### src/verilog/ttc_pkg.sv
// constants, state types and register layout of the trail trace controller
package ttc_pkg;
    localparam int unsigned ID_BYTES     = 16;
    localparam logic [3:0]  ID_FIRST     = 4'h0;
    localparam logic [3:0]  ID_LAST      = 4'hF;
    localparam logic [2:0]  BIT_FIRST    = 3'h0;
    localparam logic [2:0]  BIT_LAST     = 3'h7;
    localparam logic [2:0]  STABLE_RUN   = 3'h5;
    localparam logic [3:0]  UNSTABLE_RUN = 4'h8;
    localparam logic [7:0]  BYTE_ZERO    = 8'h00;
    // register page in addr[7:4], entry in addr[3:0]
    localparam logic [7:0]  ADDR_CTRL    = 8'h00;
    localparam logic [7:0]  ADDR_STAT    = 8'h01;
    localparam logic [7:0]  ADDR_LATCH   = 8'h02;
    localparam logic [3:0]  PAGE_REG     = 4'h0;
    localparam logic [3:0]  PAGE_TX      = 4'h1;
    localparam logic [3:0]  PAGE_CUR     = 4'h2;
    localparam logic [3:0]  PAGE_HELD    = 4'h3;
    localparam logic [3:0]  PAGE_EXP     = 4'h4;
    // control bits
    localparam int unsigned CTL_TX_ALIGN   = 0;
    localparam int unsigned CTL_TX_REORDER = 1;
    localparam int unsigned CTL_TX_INVERT  = 2;
    localparam int unsigned CTL_TX_IDLE    = 3;
    localparam int unsigned CTL_RX_INVERT  = 4;
    localparam int unsigned CTL_RX_ALIGN   = 5;
    localparam int unsigned CTL_RX_REORDER = 6;
    localparam int unsigned CTL_CMP_EN     = 7;
    // latched status bits
    localparam int unsigned LAT_IDLE     = 0;
    localparam int unsigned LAT_UNSTABLE = 1;
    localparam int unsigned LAT_MISMATCH = 2;
    localparam int unsigned LAT_CHANGE   = 3;
    // alignment bit sits in bit 7, or in bit 0 when reordered
    localparam logic [7:0]  MASK_MSB_ALIGN = 8'h7F;
    localparam logic [7:0]  MASK_LSB_ALIGN = 8'hFE;

    typedef enum logic {TTC_HUNT, TTC_TRACK} ttc_aln_t;

    typedef struct packed {
        logic [7:0] ctrl;
        logic [7:0] rdata;
        logic [3:0] latch;
        ttc_aln_t   aln;
        logic [3:0] idx;
        logic       acc_same;
        logic       acc_zero;
        logic       acc_held;
        logic [2:0] same_cnt;
        logic [2:0] zero_cnt;
        logic [2:0] nz_cnt;
        logic [3:0] miss_cnt;
        logic       idle;
        logic       unstable;
        logic       mismatch;
        logic       held_valid;
        logic       copy_held;
    } ttc_rx_state_t;

    typedef struct packed {
        logic [3:0] idx;
        logic [2:0] bitn;
        logic       tx_bit;
    } ttc_tx_state_t;

    typedef struct packed {
        logic [6:0] sr;
        logic [2:0] cnt;
        logic       vld;
        logic [7:0] data;
        logic       first;
    } ttc_des_state_t;

    localparam ttc_rx_state_t  RX_RESET  = '0;
    localparam ttc_tx_state_t  TX_RESET  = '0;
    localparam ttc_des_state_t DES_RESET = '0;
endpackage : ttc_pkg

### src/verilog/ttc_trail_trace.sv
// trail trace controller top: register port, receive trace processing
// What this block does
// RULE1: transmit identifier kept in 16-byte store, separate write and read pointers.
// RULE2: transmit store has no reset and keeps contents through both resets.
// RULE3: bytes shift msb first; first received bit lands in bit 7.
// RULE4: first sent bit from bit 7, or bit 0 with reorder on.
// RULE5: alignment insertion forces first bit: one on byte 0, zero otherwise.
// RULE6: transmit inversion applied after reordering and alignment insertion.
// RULE7: transmit idle sends all-zero identifier data.
// RULE8: receive inversion applied before alignment, extraction and comparison.
// RULE9: align on a one, confirm next fifteen first bits are zero.
// RULE10: alignment off stores bytes in sequence from any starting byte.
// RULE11: identifier stored in order, aligned first byte at location zero.
// RULE12: same nonzero identifier five times, differing from held, updates held.
// RULE13: idle after five zero identifiers; ends on five nonzero or unstable.
// RULE14: unstable after eight misses; ends on five nonzero or idle.
// RULE15: mismatch compares seven data bits per byte, ignoring alignment bit.
// RULE16: comparison switchable and forced off without receive alignment.
// RULE17: held identifier invalid after reset, so no mismatch until update.
// RULE18: first received bit in bit 7, or bit 0 with reorder on.
// RULE19: alarms force received data to all ones.
// RULE20: storage reachable from either side while the other side is idle.
// RULE21: software loads all sixteen expected bytes before trusting mismatch.
// RULE22: receive storage holds current, held and expected identifiers.
// RULE23: condition changes and identifier change latched as status bits.
`timescale 1ns/10ps
module ttc_trail_trace (
    input  wire logic       i_ref_clk,
    input  wire logic       i_rst_n,
    input  wire logic       i_datapath_reset_n,
    input  wire logic [7:0] i_addr,
    input  wire logic [7:0] i_wdata,
    input  wire logic       i_wr,
    input  wire logic       i_rd,
    output logic [7:0]      o_rdata,
    input  wire logic       i_rx_bit,
    input  wire logic       i_rx_bit_en,
    input  wire logic       i_signal_loss,
    input  wire logic       i_frame_loss,
    input  wire logic       i_alarm_indication,
    input  wire logic       i_tx_bit_en,
    output logic            o_tx_bit,
    output logic            o_rx_idle,
    output logic            o_identifier_unstable,
    output logic            o_identifier_mismatch
);
    import ttc_pkg::*;

    ttc_rx_state_t        s;
    ttc_rx_state_t        next_s;
    logic                 rst_n;
    logic [3:0]           page;
    logic [3:0]           off;
    logic [7:0]           cur_mem  [ID_BYTES];
    logic [7:0]           held_mem [ID_BYTES];
    logic [7:0]           exp_mem  [ID_BYTES];
    logic                 byte_vld;
    logic [7:0]           rx_byte;
    logic                 first_bit;
    logic [7:0]           tx_rd;
    logic                 wr_cur;
    logic [3:0]           wr_idx;
    logic                 cmp_on;
    logic [7:0]           cmp_mask;
    logic [ID_BYTES-1:0]  diff;
    logic                 rx_alarm;

    assign rst_n = i_rst_n & i_datapath_reset_n;
    assign page  = i_addr[7:4];
    assign off   = i_addr[3:0];
    assign rx_alarm = i_signal_loss | i_frame_loss | i_alarm_indication;

    ttc_rx_deser u_deser (
        .i_ref_clk    (i_ref_clk),
        .i_rst_n      (rst_n),
        .i_bit        (i_rx_bit),
        .i_bit_en     (i_rx_bit_en),
        .i_invert     (s.ctrl[CTL_RX_INVERT]),
        .i_force_ones (rx_alarm),
        .i_reorder    (s.ctrl[CTL_RX_REORDER]),
        .o_byte_vld   (byte_vld),
        .o_byte       (rx_byte),
        .o_first_bit  (first_bit)
    );

    // transmit store is written straight from the register port
    ttc_tx_proc u_tx (
        .i_ref_clk (i_ref_clk),
        .i_rst_n   (rst_n),
        .i_wr_en   (i_wr && page == PAGE_TX),
        .i_wr_idx  (off),
        .i_wdata   (i_wdata),
        .i_rd_idx  (off),
        .o_rd_data (tx_rd),
        .i_bit_en  (i_tx_bit_en),
        .i_align   (s.ctrl[CTL_TX_ALIGN]),
        .i_reorder (s.ctrl[CTL_TX_REORDER]),
        .i_invert  (s.ctrl[CTL_TX_INVERT]),
        .i_idle    (s.ctrl[CTL_TX_IDLE]),
        .o_tx_bit  (o_tx_bit)
    );

    // expected comparison ignores the alignment bit position
    assign cmp_mask = s.ctrl[CTL_RX_REORDER] ? MASK_LSB_ALIGN
                                             : MASK_MSB_ALIGN;  // [RULE15]
    assign cmp_on = s.ctrl[CTL_CMP_EN] & s.ctrl[CTL_RX_ALIGN];  // [RULE16]

    for (genvar g = 0; g < ID_BYTES; g++) begin : g_cmp
        assign diff[g] = |((held_mem[g] ^ exp_mem[g]) & cmp_mask); // [RULE15]
    end

    always_comb begin
        logic       base;
        logic       f_same;
        logic       f_zero;
        logic       f_held;
        logic       done;
        logic       nz;
        logic       miss;
        logic       idle_set;
        logic       unst_set;
        logic [2:0] same_n;
        logic [2:0] zero_n;
        logic [2:0] nz_n;
        logic [3:0] miss_n;
        logic [3:0] lat_set;
        logic [3:0] lat_clr;
        base     = 1'b0;
        f_same   = 1'b0;
        f_zero   = 1'b0;
        f_held   = 1'b0;
        done     = 1'b0;
        nz       = 1'b0;
        miss     = 1'b0;
        idle_set = 1'b0;
        unst_set = 1'b0;
        same_n   = s.same_cnt;
        zero_n   = s.zero_cnt;
        nz_n     = s.nz_cnt;
        miss_n   = s.miss_cnt;
        lat_set  = 4'h0;
        lat_clr  = 4'h0;
        next_s   = s;
        next_s.copy_held = 1'b0;
        wr_cur = 1'b0;
        wr_idx = s.idx;

        // byte placement into the current identifier
        if (byte_vld) begin
            if (!s.ctrl[CTL_RX_ALIGN]) begin
                wr_cur = 1'b1;  // [RULE10]
                wr_idx = s.idx;
                done = (s.idx == ID_LAST);
                next_s.idx = s.idx + 4'h1;
                next_s.aln = TTC_HUNT;
            end else if (s.aln == TTC_TRACK &&
                         first_bit == (s.idx == ID_FIRST)) begin
                wr_cur = 1'b1;  // [RULE9]
                wr_idx = s.idx;
                done = (s.idx == ID_LAST);
                next_s.idx = s.idx + 4'h1;
            end else if (first_bit) begin
                // a stray one restarts the check from this byte
                wr_cur = 1'b1;  // [RULE9] [RULE11]
                wr_idx = ID_FIRST;
                next_s.idx = ID_FIRST + 4'h1;
                next_s.aln = TTC_TRACK;
            end else begin
                next_s.idx = ID_FIRST;  // [RULE9]
                next_s.aln = TTC_HUNT;
            end
        end

        // running comparisons, restarted at the first byte
        if (wr_cur) begin
            base = (wr_idx == ID_FIRST);
            f_same = (base | s.acc_same) & (rx_byte == cur_mem[wr_idx]);
            f_zero = (base | s.acc_zero) & (rx_byte == BYTE_ZERO);
            f_held = (base | s.acc_held) & (rx_byte == held_mem[wr_idx]);
            next_s.acc_same = f_same;
            next_s.acc_zero = f_zero;
            next_s.acc_held = f_held;
        end

        // end of an identifier
        if (done) begin
            nz = ~f_zero;
            if (nz && f_same) begin
                same_n = (s.same_cnt == STABLE_RUN) ? STABLE_RUN
                                                    : s.same_cnt + 3'h1;
            end else begin
                same_n = {2'b00, nz};
            end
            zero_n = f_zero ? ((s.zero_cnt == STABLE_RUN) ? STABLE_RUN
                                : s.zero_cnt + 3'h1) : 3'h0;
            nz_n = nz ? ((s.nz_cnt == STABLE_RUN) ? STABLE_RUN
                         : s.nz_cnt + 3'h1) : 3'h0;
            miss = ~f_same & ~(s.held_valid & f_held);
            miss_n = miss ? ((s.miss_cnt == UNSTABLE_RUN) ? UNSTABLE_RUN
                             : s.miss_cnt + 4'h1) : 4'h0;
            next_s.same_cnt = same_n;
            next_s.zero_cnt = zero_n;
            next_s.nz_cnt = nz_n;
            next_s.miss_cnt = miss_n;
            if (same_n == STABLE_RUN && !(s.held_valid && f_held)) begin
                next_s.copy_held = 1'b1;  // [RULE12]
            end
            idle_set = (zero_n == STABLE_RUN);
            unst_set = (miss_n == UNSTABLE_RUN);
            // idle wins when both are declared on the same identifier
            if (idle_set) begin
                next_s.idle = 1'b1;  // [RULE13]
                next_s.unstable = 1'b0;  // [RULE14]
            end else begin
                if (unst_set) begin
                    next_s.unstable = 1'b1;  // [RULE14]
                    next_s.idle = 1'b0;  // [RULE13]
                    // misses are nonzero too: count five afresh from here
                    next_s.nz_cnt = 3'h0;  // [RULE14]
                end else if (nz_n == STABLE_RUN) begin
                    next_s.unstable = 1'b0;  // [RULE14]
                    next_s.idle = 1'b0;  // [RULE13]
                end
            end
        end

        if (s.copy_held) begin
            next_s.held_valid = 1'b1;  // [RULE17]
        end
        // mismatch only once a held identifier exists
        next_s.mismatch = cmp_on & s.held_valid & (|diff);  // [RULE17]

        // latched status, a set beats a clear in the same cycle
        lat_set[LAT_IDLE] = next_s.idle ^ s.idle;  // [RULE23]
        lat_set[LAT_UNSTABLE] = next_s.unstable ^ s.unstable;
        lat_set[LAT_MISMATCH] = next_s.mismatch ^ s.mismatch;
        lat_set[LAT_CHANGE] = next_s.copy_held;  // [RULE12]
        if (i_wr && i_addr == ADDR_LATCH) begin
            lat_clr = i_wdata[3:0];
        end
        next_s.latch = (s.latch & ~lat_clr) | lat_set;  // [RULE23]

        if (i_wr && i_addr == ADDR_CTRL) begin
            next_s.ctrl = i_wdata;
        end

        // read data stands only in the cycle after the strobe
        next_s.rdata = BYTE_ZERO;
        if (i_rd) begin
            case (page)
                PAGE_REG: begin
                    if (i_addr == ADDR_CTRL) begin
                        next_s.rdata = s.ctrl;
                    end else if (i_addr == ADDR_STAT) begin
                        next_s.rdata = {4'h0, s.held_valid, s.mismatch,
                                        s.unstable, s.idle};
                    end else if (i_addr == ADDR_LATCH) begin
                        next_s.rdata = {4'h0, s.latch};
                    end
                end
                PAGE_TX:   next_s.rdata = tx_rd;
                PAGE_CUR:  next_s.rdata = cur_mem[off];  // [RULE22]
                PAGE_HELD: next_s.rdata = held_mem[off];  // [RULE22]
                PAGE_EXP:  next_s.rdata = exp_mem[off];  // [RULE22]
                default:   next_s.rdata = BYTE_ZERO;
            endcase
        end
    end

    // storage arrays: no line clock needed for register access
    always_ff @(posedge i_ref_clk) begin  // [RULE20]
        if (wr_cur) begin
            cur_mem[wr_idx] <= rx_byte;  // [RULE11]
        end
        if (s.copy_held) begin
            held_mem <= cur_mem;  // [RULE12]
        end
        if (i_wr && page == PAGE_EXP) begin
            exp_mem[off] <= i_wdata;  // [RULE22]
        end
    end

    always_ff @(posedge i_ref_clk) begin
        if (!rst_n) begin
            s <= RX_RESET;
        end else begin
            s <= next_s;
        end
    end

    assign o_rdata               = s.rdata;
    assign o_rx_idle             = s.idle;
    assign o_identifier_unstable = s.unstable;
    assign o_identifier_mismatch = s.mismatch;
endmodule : ttc_trail_trace

### src/verilog/ttc_rx_deser.sv
// receive bit collector: inversion, alarm forcing, byte assembly, reorder
`timescale 1ns/10ps
module ttc_rx_deser (
    input  wire logic       i_ref_clk,
    input  wire logic       i_rst_n,
    input  wire logic       i_bit,
    input  wire logic       i_bit_en,
    input  wire logic       i_invert,
    input  wire logic       i_force_ones,
    input  wire logic       i_reorder,
    output logic            o_byte_vld,
    output logic [7:0]      o_byte,
    output logic            o_first_bit
);
    import ttc_pkg::*;

    ttc_des_state_t s;
    ttc_des_state_t next_s;
    logic           b;
    logic [7:0]     full;
    logic [7:0]     rev;

    for (genvar g = 0; g < 8; g++) begin : g_rev
        assign rev[g] = full[7-g];
    end

    always_comb begin
        next_s = s;
        next_s.vld = 1'b0;
        b = i_force_ones ? 1'b1 : (i_bit ^ i_invert);  // [RULE8] [RULE19]
        full = {s.sr, b};  // first bit ends in bit 7 [RULE3]
        if (i_bit_en) begin
            next_s.sr = full[6:0];
            next_s.cnt = s.cnt + 3'h1;
            if (s.cnt == BIT_LAST) begin
                next_s.vld = 1'b1;
                next_s.data = i_reorder ? rev : full;  // [RULE18]
                next_s.first = full[7];
            end
        end
    end

    always_ff @(posedge i_ref_clk) begin
        if (!i_rst_n) begin
            s <= DES_RESET;
        end else begin
            s <= next_s;
        end
    end

    assign o_byte_vld  = s.vld;
    assign o_byte      = s.data;
    assign o_first_bit = s.first;
endmodule : ttc_rx_deser

### src/verilog/ttc_tx_proc.sv
// transmit identifier store and serial trace processor
`timescale 1ns/10ps
module ttc_tx_proc (
    input  wire logic       i_ref_clk,
    input  wire logic       i_rst_n,
    input  wire logic       i_wr_en,
    input  wire logic [3:0] i_wr_idx,
    input  wire logic [7:0] i_wdata,
    input  wire logic [3:0] i_rd_idx,
    output logic [7:0]      o_rd_data,
    input  wire logic       i_bit_en,
    input  wire logic       i_align,
    input  wire logic       i_reorder,
    input  wire logic       i_invert,
    input  wire logic       i_idle,
    output logic            o_tx_bit
);
    import ttc_pkg::*;

    ttc_tx_state_t s;
    ttc_tx_state_t next_s;
    logic [7:0]    mem [ID_BYTES];
    logic [7:0]    byte_v;
    logic          raw;

    // no reset: contents survive both resets, random after power-up
    always_ff @(posedge i_ref_clk) begin  // [RULE2]
        if (i_wr_en) begin
            mem[i_wr_idx] <= i_wdata;  // write pointer from register side [RULE1]
        end
    end

    assign o_rd_data = mem[i_rd_idx];
    assign byte_v = mem[s.idx];  // read pointer of the line side [RULE1]

    always_comb begin
        next_s = s;
        raw = i_reorder ? byte_v[s.bitn] : byte_v[BIT_LAST - s.bitn]; // [RULE4]
        if (i_align && s.bitn == BIT_FIRST) begin
            raw = (s.idx == ID_FIRST);  // [RULE5]
        end
        if (i_idle) begin
            raw = 1'b0;  // [RULE7]
        end
        if (i_bit_en) begin
            next_s.tx_bit = raw ^ i_invert;  // [RULE6]
            next_s.bitn = s.bitn + 3'h1;
            if (s.bitn == BIT_LAST) begin
                next_s.idx = s.idx + 4'h1;
            end
        end
    end

    always_ff @(posedge i_ref_clk) begin
        if (!i_rst_n) begin
            s <= TX_RESET;
        end else begin
            s <= next_s;
        end
    end

    assign o_tx_bit = s.tx_bit;

    logic b7;
    logic b0;
    assign b7 = byte_v[7];
    assign b0 = byte_v[0];
endmodule : ttc_tx_proc

### config.mk
export PLATFORM = sky130hd
export DESIGN_NAME = ttc_trail_trace
export DESIGN_NICKNAME = d
export VERILOG_FILES = /design/src/verilog/ttc_pkg.sv /design/src/verilog/ttc_trail_trace.sv /design/src/verilog/ttc_rx_deser.sv /design/src/verilog/ttc_tx_proc.sv
export SDC_FILE = /design/constraint.sdc
export NUM_CORES = 1
export LEC_CHECK = 0
export BUFFER_PORTS_ARGS = -buffer_cell sky130_fd_sc_hd__buf_2
export CELL_PAD_IN_SITES_DETAIL_PLACEMENT = 1
export CELL_PAD_IN_SITES_GLOBAL_PLACEMENT = 1
export CORE_ASPECT_RATIO = 0.5
export CORE_MARGIN = 8
export CORE_UTILIZATION = 35
export CTS_BUF_LIST = sky130_fd_sc_hd__clkbuf_8
export DETAILED_ROUTE_END_ITERATION = 8
export PLACE_DENSITY_LB_ADDON = 0.1
export SETUP_SLACK_MARGIN = 0.1
export SLEW_MARGIN = 10
export SYNTH_ARGS = -nofsm -noshare
export SYNTH_HDL_FRONTEND = slang
export SYNTH_SLANG_ARGS = --single-unit
### constraint.sdc
create_clock -name i_ref_clk -period 4.8 [get_ports i_ref_clk]
set_input_delay 0.24 -clock i_ref_clk [delete_from_list [all_inputs] [get_ports i_ref_clk]]
set_output_delay 0.24 -clock i_ref_clk [all_outputs]
set_load 0.02 [all_outputs]
==> results by group <==
Outcome
  – Status: complete, no violations

Route
  – Via count: 18,591
  – Drt pass-1 iters: 7
  – WL/cell: 34.1 µm
  – Post-Route WL: 107 mm
  – Drt initial violations: about 2,400
  – # DRC: 0
  – Routed vias/inst: around 5.9
  – Remaining antenna violation count: 0

Placement
  – Final Wtd Congestion: 0.917
  – Post-DP HPWL: roughly 77 mm
  – IO Port Bufs: 38
  – Cell area after placement: 0.0303 mm²
  – Placed cells: 2,946

Floorplan
  – Top Ports: 39
  – Die Area: 0.0916 mm²
  – Die Span Y: 218 µm
  – Starting Density: a little over a third
  – Number of cell rows: 74
  – Die W: 420 µm
  – Core ar.: 0.0812 mm²

Global route
  – Vias in the first global route: 18,748
  – Pin count of the biggest net entering global routing: 86
  – Antenna violations before repair: 5
  – Global-route wire length before repair: 150 mm
  – Grt total ovfl: 0
  – GRT Total Usage: 23.1%

Layout
  – Share of layout cells above drive strength 1: 26.2%
  – Area grow syn2layout: 12.8%
  – Fillers: about 8,200
  – Nets: 1,988
  – Final instance area: 0.0322 mm²
  – Most common cell after layout, fill and taps aside: edfxtp_1
  – Final Non-Filler Cells: approximately 3,100
  – Most frequent cells in the layout: edfxtp_1, mux4_2, nand2_1

Logic synthesis
  – Sequential share of the synthesized area: 59.3%
  – Synth warn: 0
  – Synth Flop Type: edfxtp_1
  – Syn Std Cell Area: between 0.02 and 0.03 mm²
  – Async set-reset flop share out of synthesis: 0%
  – Avg Cell Area, Syn: 15.5 µm²
  – Syn Nets: 1,878
  – Yosys reg bits: 590
  – Post-Synthesis Cells: 1,841
  – Number of synthesized flops with an enable pin: 512
  – Count of cell types in the netlist: 75

CTS
  – H-tree Lvls: 3
  – Post-CTS Resized: 0
  – Total CTS buffers: 90
  – Worst skew pair latency: 0.75 ns
  – TritonCTS clock tree: built
  – Post-CTS setup buffer count: 0
  – Num Clock Sinks: 590
  – Clock transition at path regs: 0.07 ns
  – Clk buf depth: 3
  – Clock Tree Root: clkbuf_8

Power
  – VDD IR-drop max: 0.211 mV
  – Pleak: 0.00991 µW
  – Power per cell area: ~320 mW/mm²

STA
  – Unrepaired setup endpoints after global routing: no
  – Least-Margin Pin Slew: 1.24 ns
  – FMAX: around 230 MHz
  – Total Negative Setup Slacks: 0 ns
  – Hold WS: 0.0541 ns
  – Final hold vios: 0
  – Endpoints failing setup: 0
  – Final slew viol count: 0
  – Clk_skew: 0.0343 ns
  – Crit path time final: 4.30 ns
  – Slew HR: 17.0%
  – Crit share post-route: between 80 and 90%

Worst setup path
  – CP Data Arrival Time: 4.94 ns
  – Crit path required time: approximately 5.5 ns
  – Critical path type: flop to flop
  – Critical path endpoint category: flop
  – R2R setup slack: 0.50 ns
  – Crit start category: flop
  – Crit-path max FO: 37

Worst hold path
  – Worst Hold Class: input port to flop

Flow run
  – MaxCap Viol Count: 0
==> cells in the mapped netlist, types with 4 or more instances <==
master | instances | area, µm²
edfxtp_1 | 512 | 15400
mux4_2 | 227 | 5110
nand2_1 | 100 | 375
nor2_1 | 98 | 368
dfxtp_1 | 78 | 1560
xor2_1 | 73 | 639
xnor2_1 | 68 | 596
a21oi_1 | 64 | 320
clkbuf_1 | 58 | 218
mux2i_1 | 50 | 500
nor4_1 | 37 | 231
nor3_1 | 35 | 175
inv_1 | 32 | 120
nand4_1 | 30 | 188
nand3_1 | 29 | 145
o21ai_0 | 28 | 140
mux2_2 | 26 | 293
buf_2 | 21 | 105
o22ai_1 | 20 | 125
buf_4 | 19 | 143
buf_1 | 17 | 63.8
a211oi_1 | 16 | 120
a2bb2oi_1 | 15 | 131
nand2b_1 | 14 | 87.6
o211ai_1 | 12 | 90.1
nor2b_1 | 11 | 68.8
or3_1 | 11 | 68.8
a31oi_1 | 10 | 62.6
ha_1 | 10 | 125
a221oi_1 | 7 | 61.3
and2_1 | 7 | 43.8
buf_6 | 7 | 78.8
o2111ai_1 | 7 | 61.3
o221ai_1 | 7 | 61.3
a211o_1 | 6 | 52.6
or2_2 | 6 | 37.5
a22oi_1 | 5 | 37.5
nand4b_1 | 5 | 43.8
o31ai_1 | 5 | 37.5
and3_1 | 4 | 25.0
==> worst paths after layout <==
path | depth (start not counted) | from | to
setup / recovery | 12 | s[21]$_SDFFE_PN0P_ | s[26]$_SDFF_PN0_
hold / removal | 1 | i_wdata[5] | exp_mem[14][5]$_DFFE_PP_
setup reg to reg | 12 | s[21]$_SDFFE_PN0P_ | s[26]$_SDFF_PN0_
hold reg to reg | 2 | s[11]$_SDFFE_PN0P_ | s[11]$_SDFFE_PN0P_
==> flip-flops by register name (all words and copies together), names as in the netlist, 3 cells and up, named ones only <==
signal / flops
exp_mem: 128
u_deser.full: 7
o_rdata: 8
held_mem: 128
u_tx.s: 7
u_tx.mem: 128
cur_mem: 128
u_deser.s: 3
s: 35
u_deser.o_byte: 8
==> layout make-up <==
type	count	area, µm²	share of cell area [%]
Antenna cell	1	2.50	0.00777
Clock buffer	97	1340	4.14
Clock inverter	68	423	1.31
Inverter	32	120	0.373
Multi-Input combinational cell	1097	10900	33.9
Sequential cell	590	16900	52.6
Tap cell	1102	1380	4.28
Timing Repair Buffer	140	1080	3.37
==> metal layers <==
layer / GRT usage (%) / share of wire (%) / vias to the layer above
li1: - / - / 7646
met1: 35.7 / 47 / 9947
met2: 33.0 / 42 / 883
met3: 5.37 / 8.8 / 115
met4: 4.62 / 1.7 / 0
met5: 0 / 0 / -
==> timing repair <==
action	CTS	global route
hold endpoints to repair	64	0
hold buffers	15	0
endpoints found under the setup margin	0	0
==> critical path, stage by stage, from the launching register on <==
cell	delay [ns]
dfxtp_2	0.32
buf_4	0.50
buf_4	0.45
mux4_2	0.58
or3_1	0.33
o2111ai_1	0.13
nor4_1	0.10
nor4_1	0.47
and4b_1	0.34
nand4_2	0.35
nand4b_1	0.30
a211oi_1	0.10
o21a_1	0.21
==> per-stage QoR <==
| stage | utilization (%) | power [µW] | setup WS (ns) |
|---|---|---|---|
| final | 39.7 | 10200 | 0.500 |
| after CTS | 39.7 | 10300 | 0.532 |
| after global routing | 39.7 | 10500 | 0.333 |
| after floorplan | - | 5920 | 1.21 |
| after global placement | 37.3 | 6090 | 0.562 |
| after detailed placement | 37.3 | 6090 | 0.514 |
==> report_power, final <==
part,total (µW),internal (µW),switching (µW)
Combinational,450,194,255
Sequential,5540,5530,5.98
Clock,4230,2100,2130
==> logic make-up after synthesis <==
group / count (synthesis) / synth area share [%]
buffers and inverters: 154 / 2.55
muxes: 303 / 20.7
and+or+nand+nor: 409 / 7.16
DFF: 590 / 59.3
adders and majority gates: 10 / 0.438
xor gates and xnor gates: 141 / 4.32
AOI/OAI and AO/OA: 234 / 5.58
Note: power is estimated with default switching activity, not from simulation.
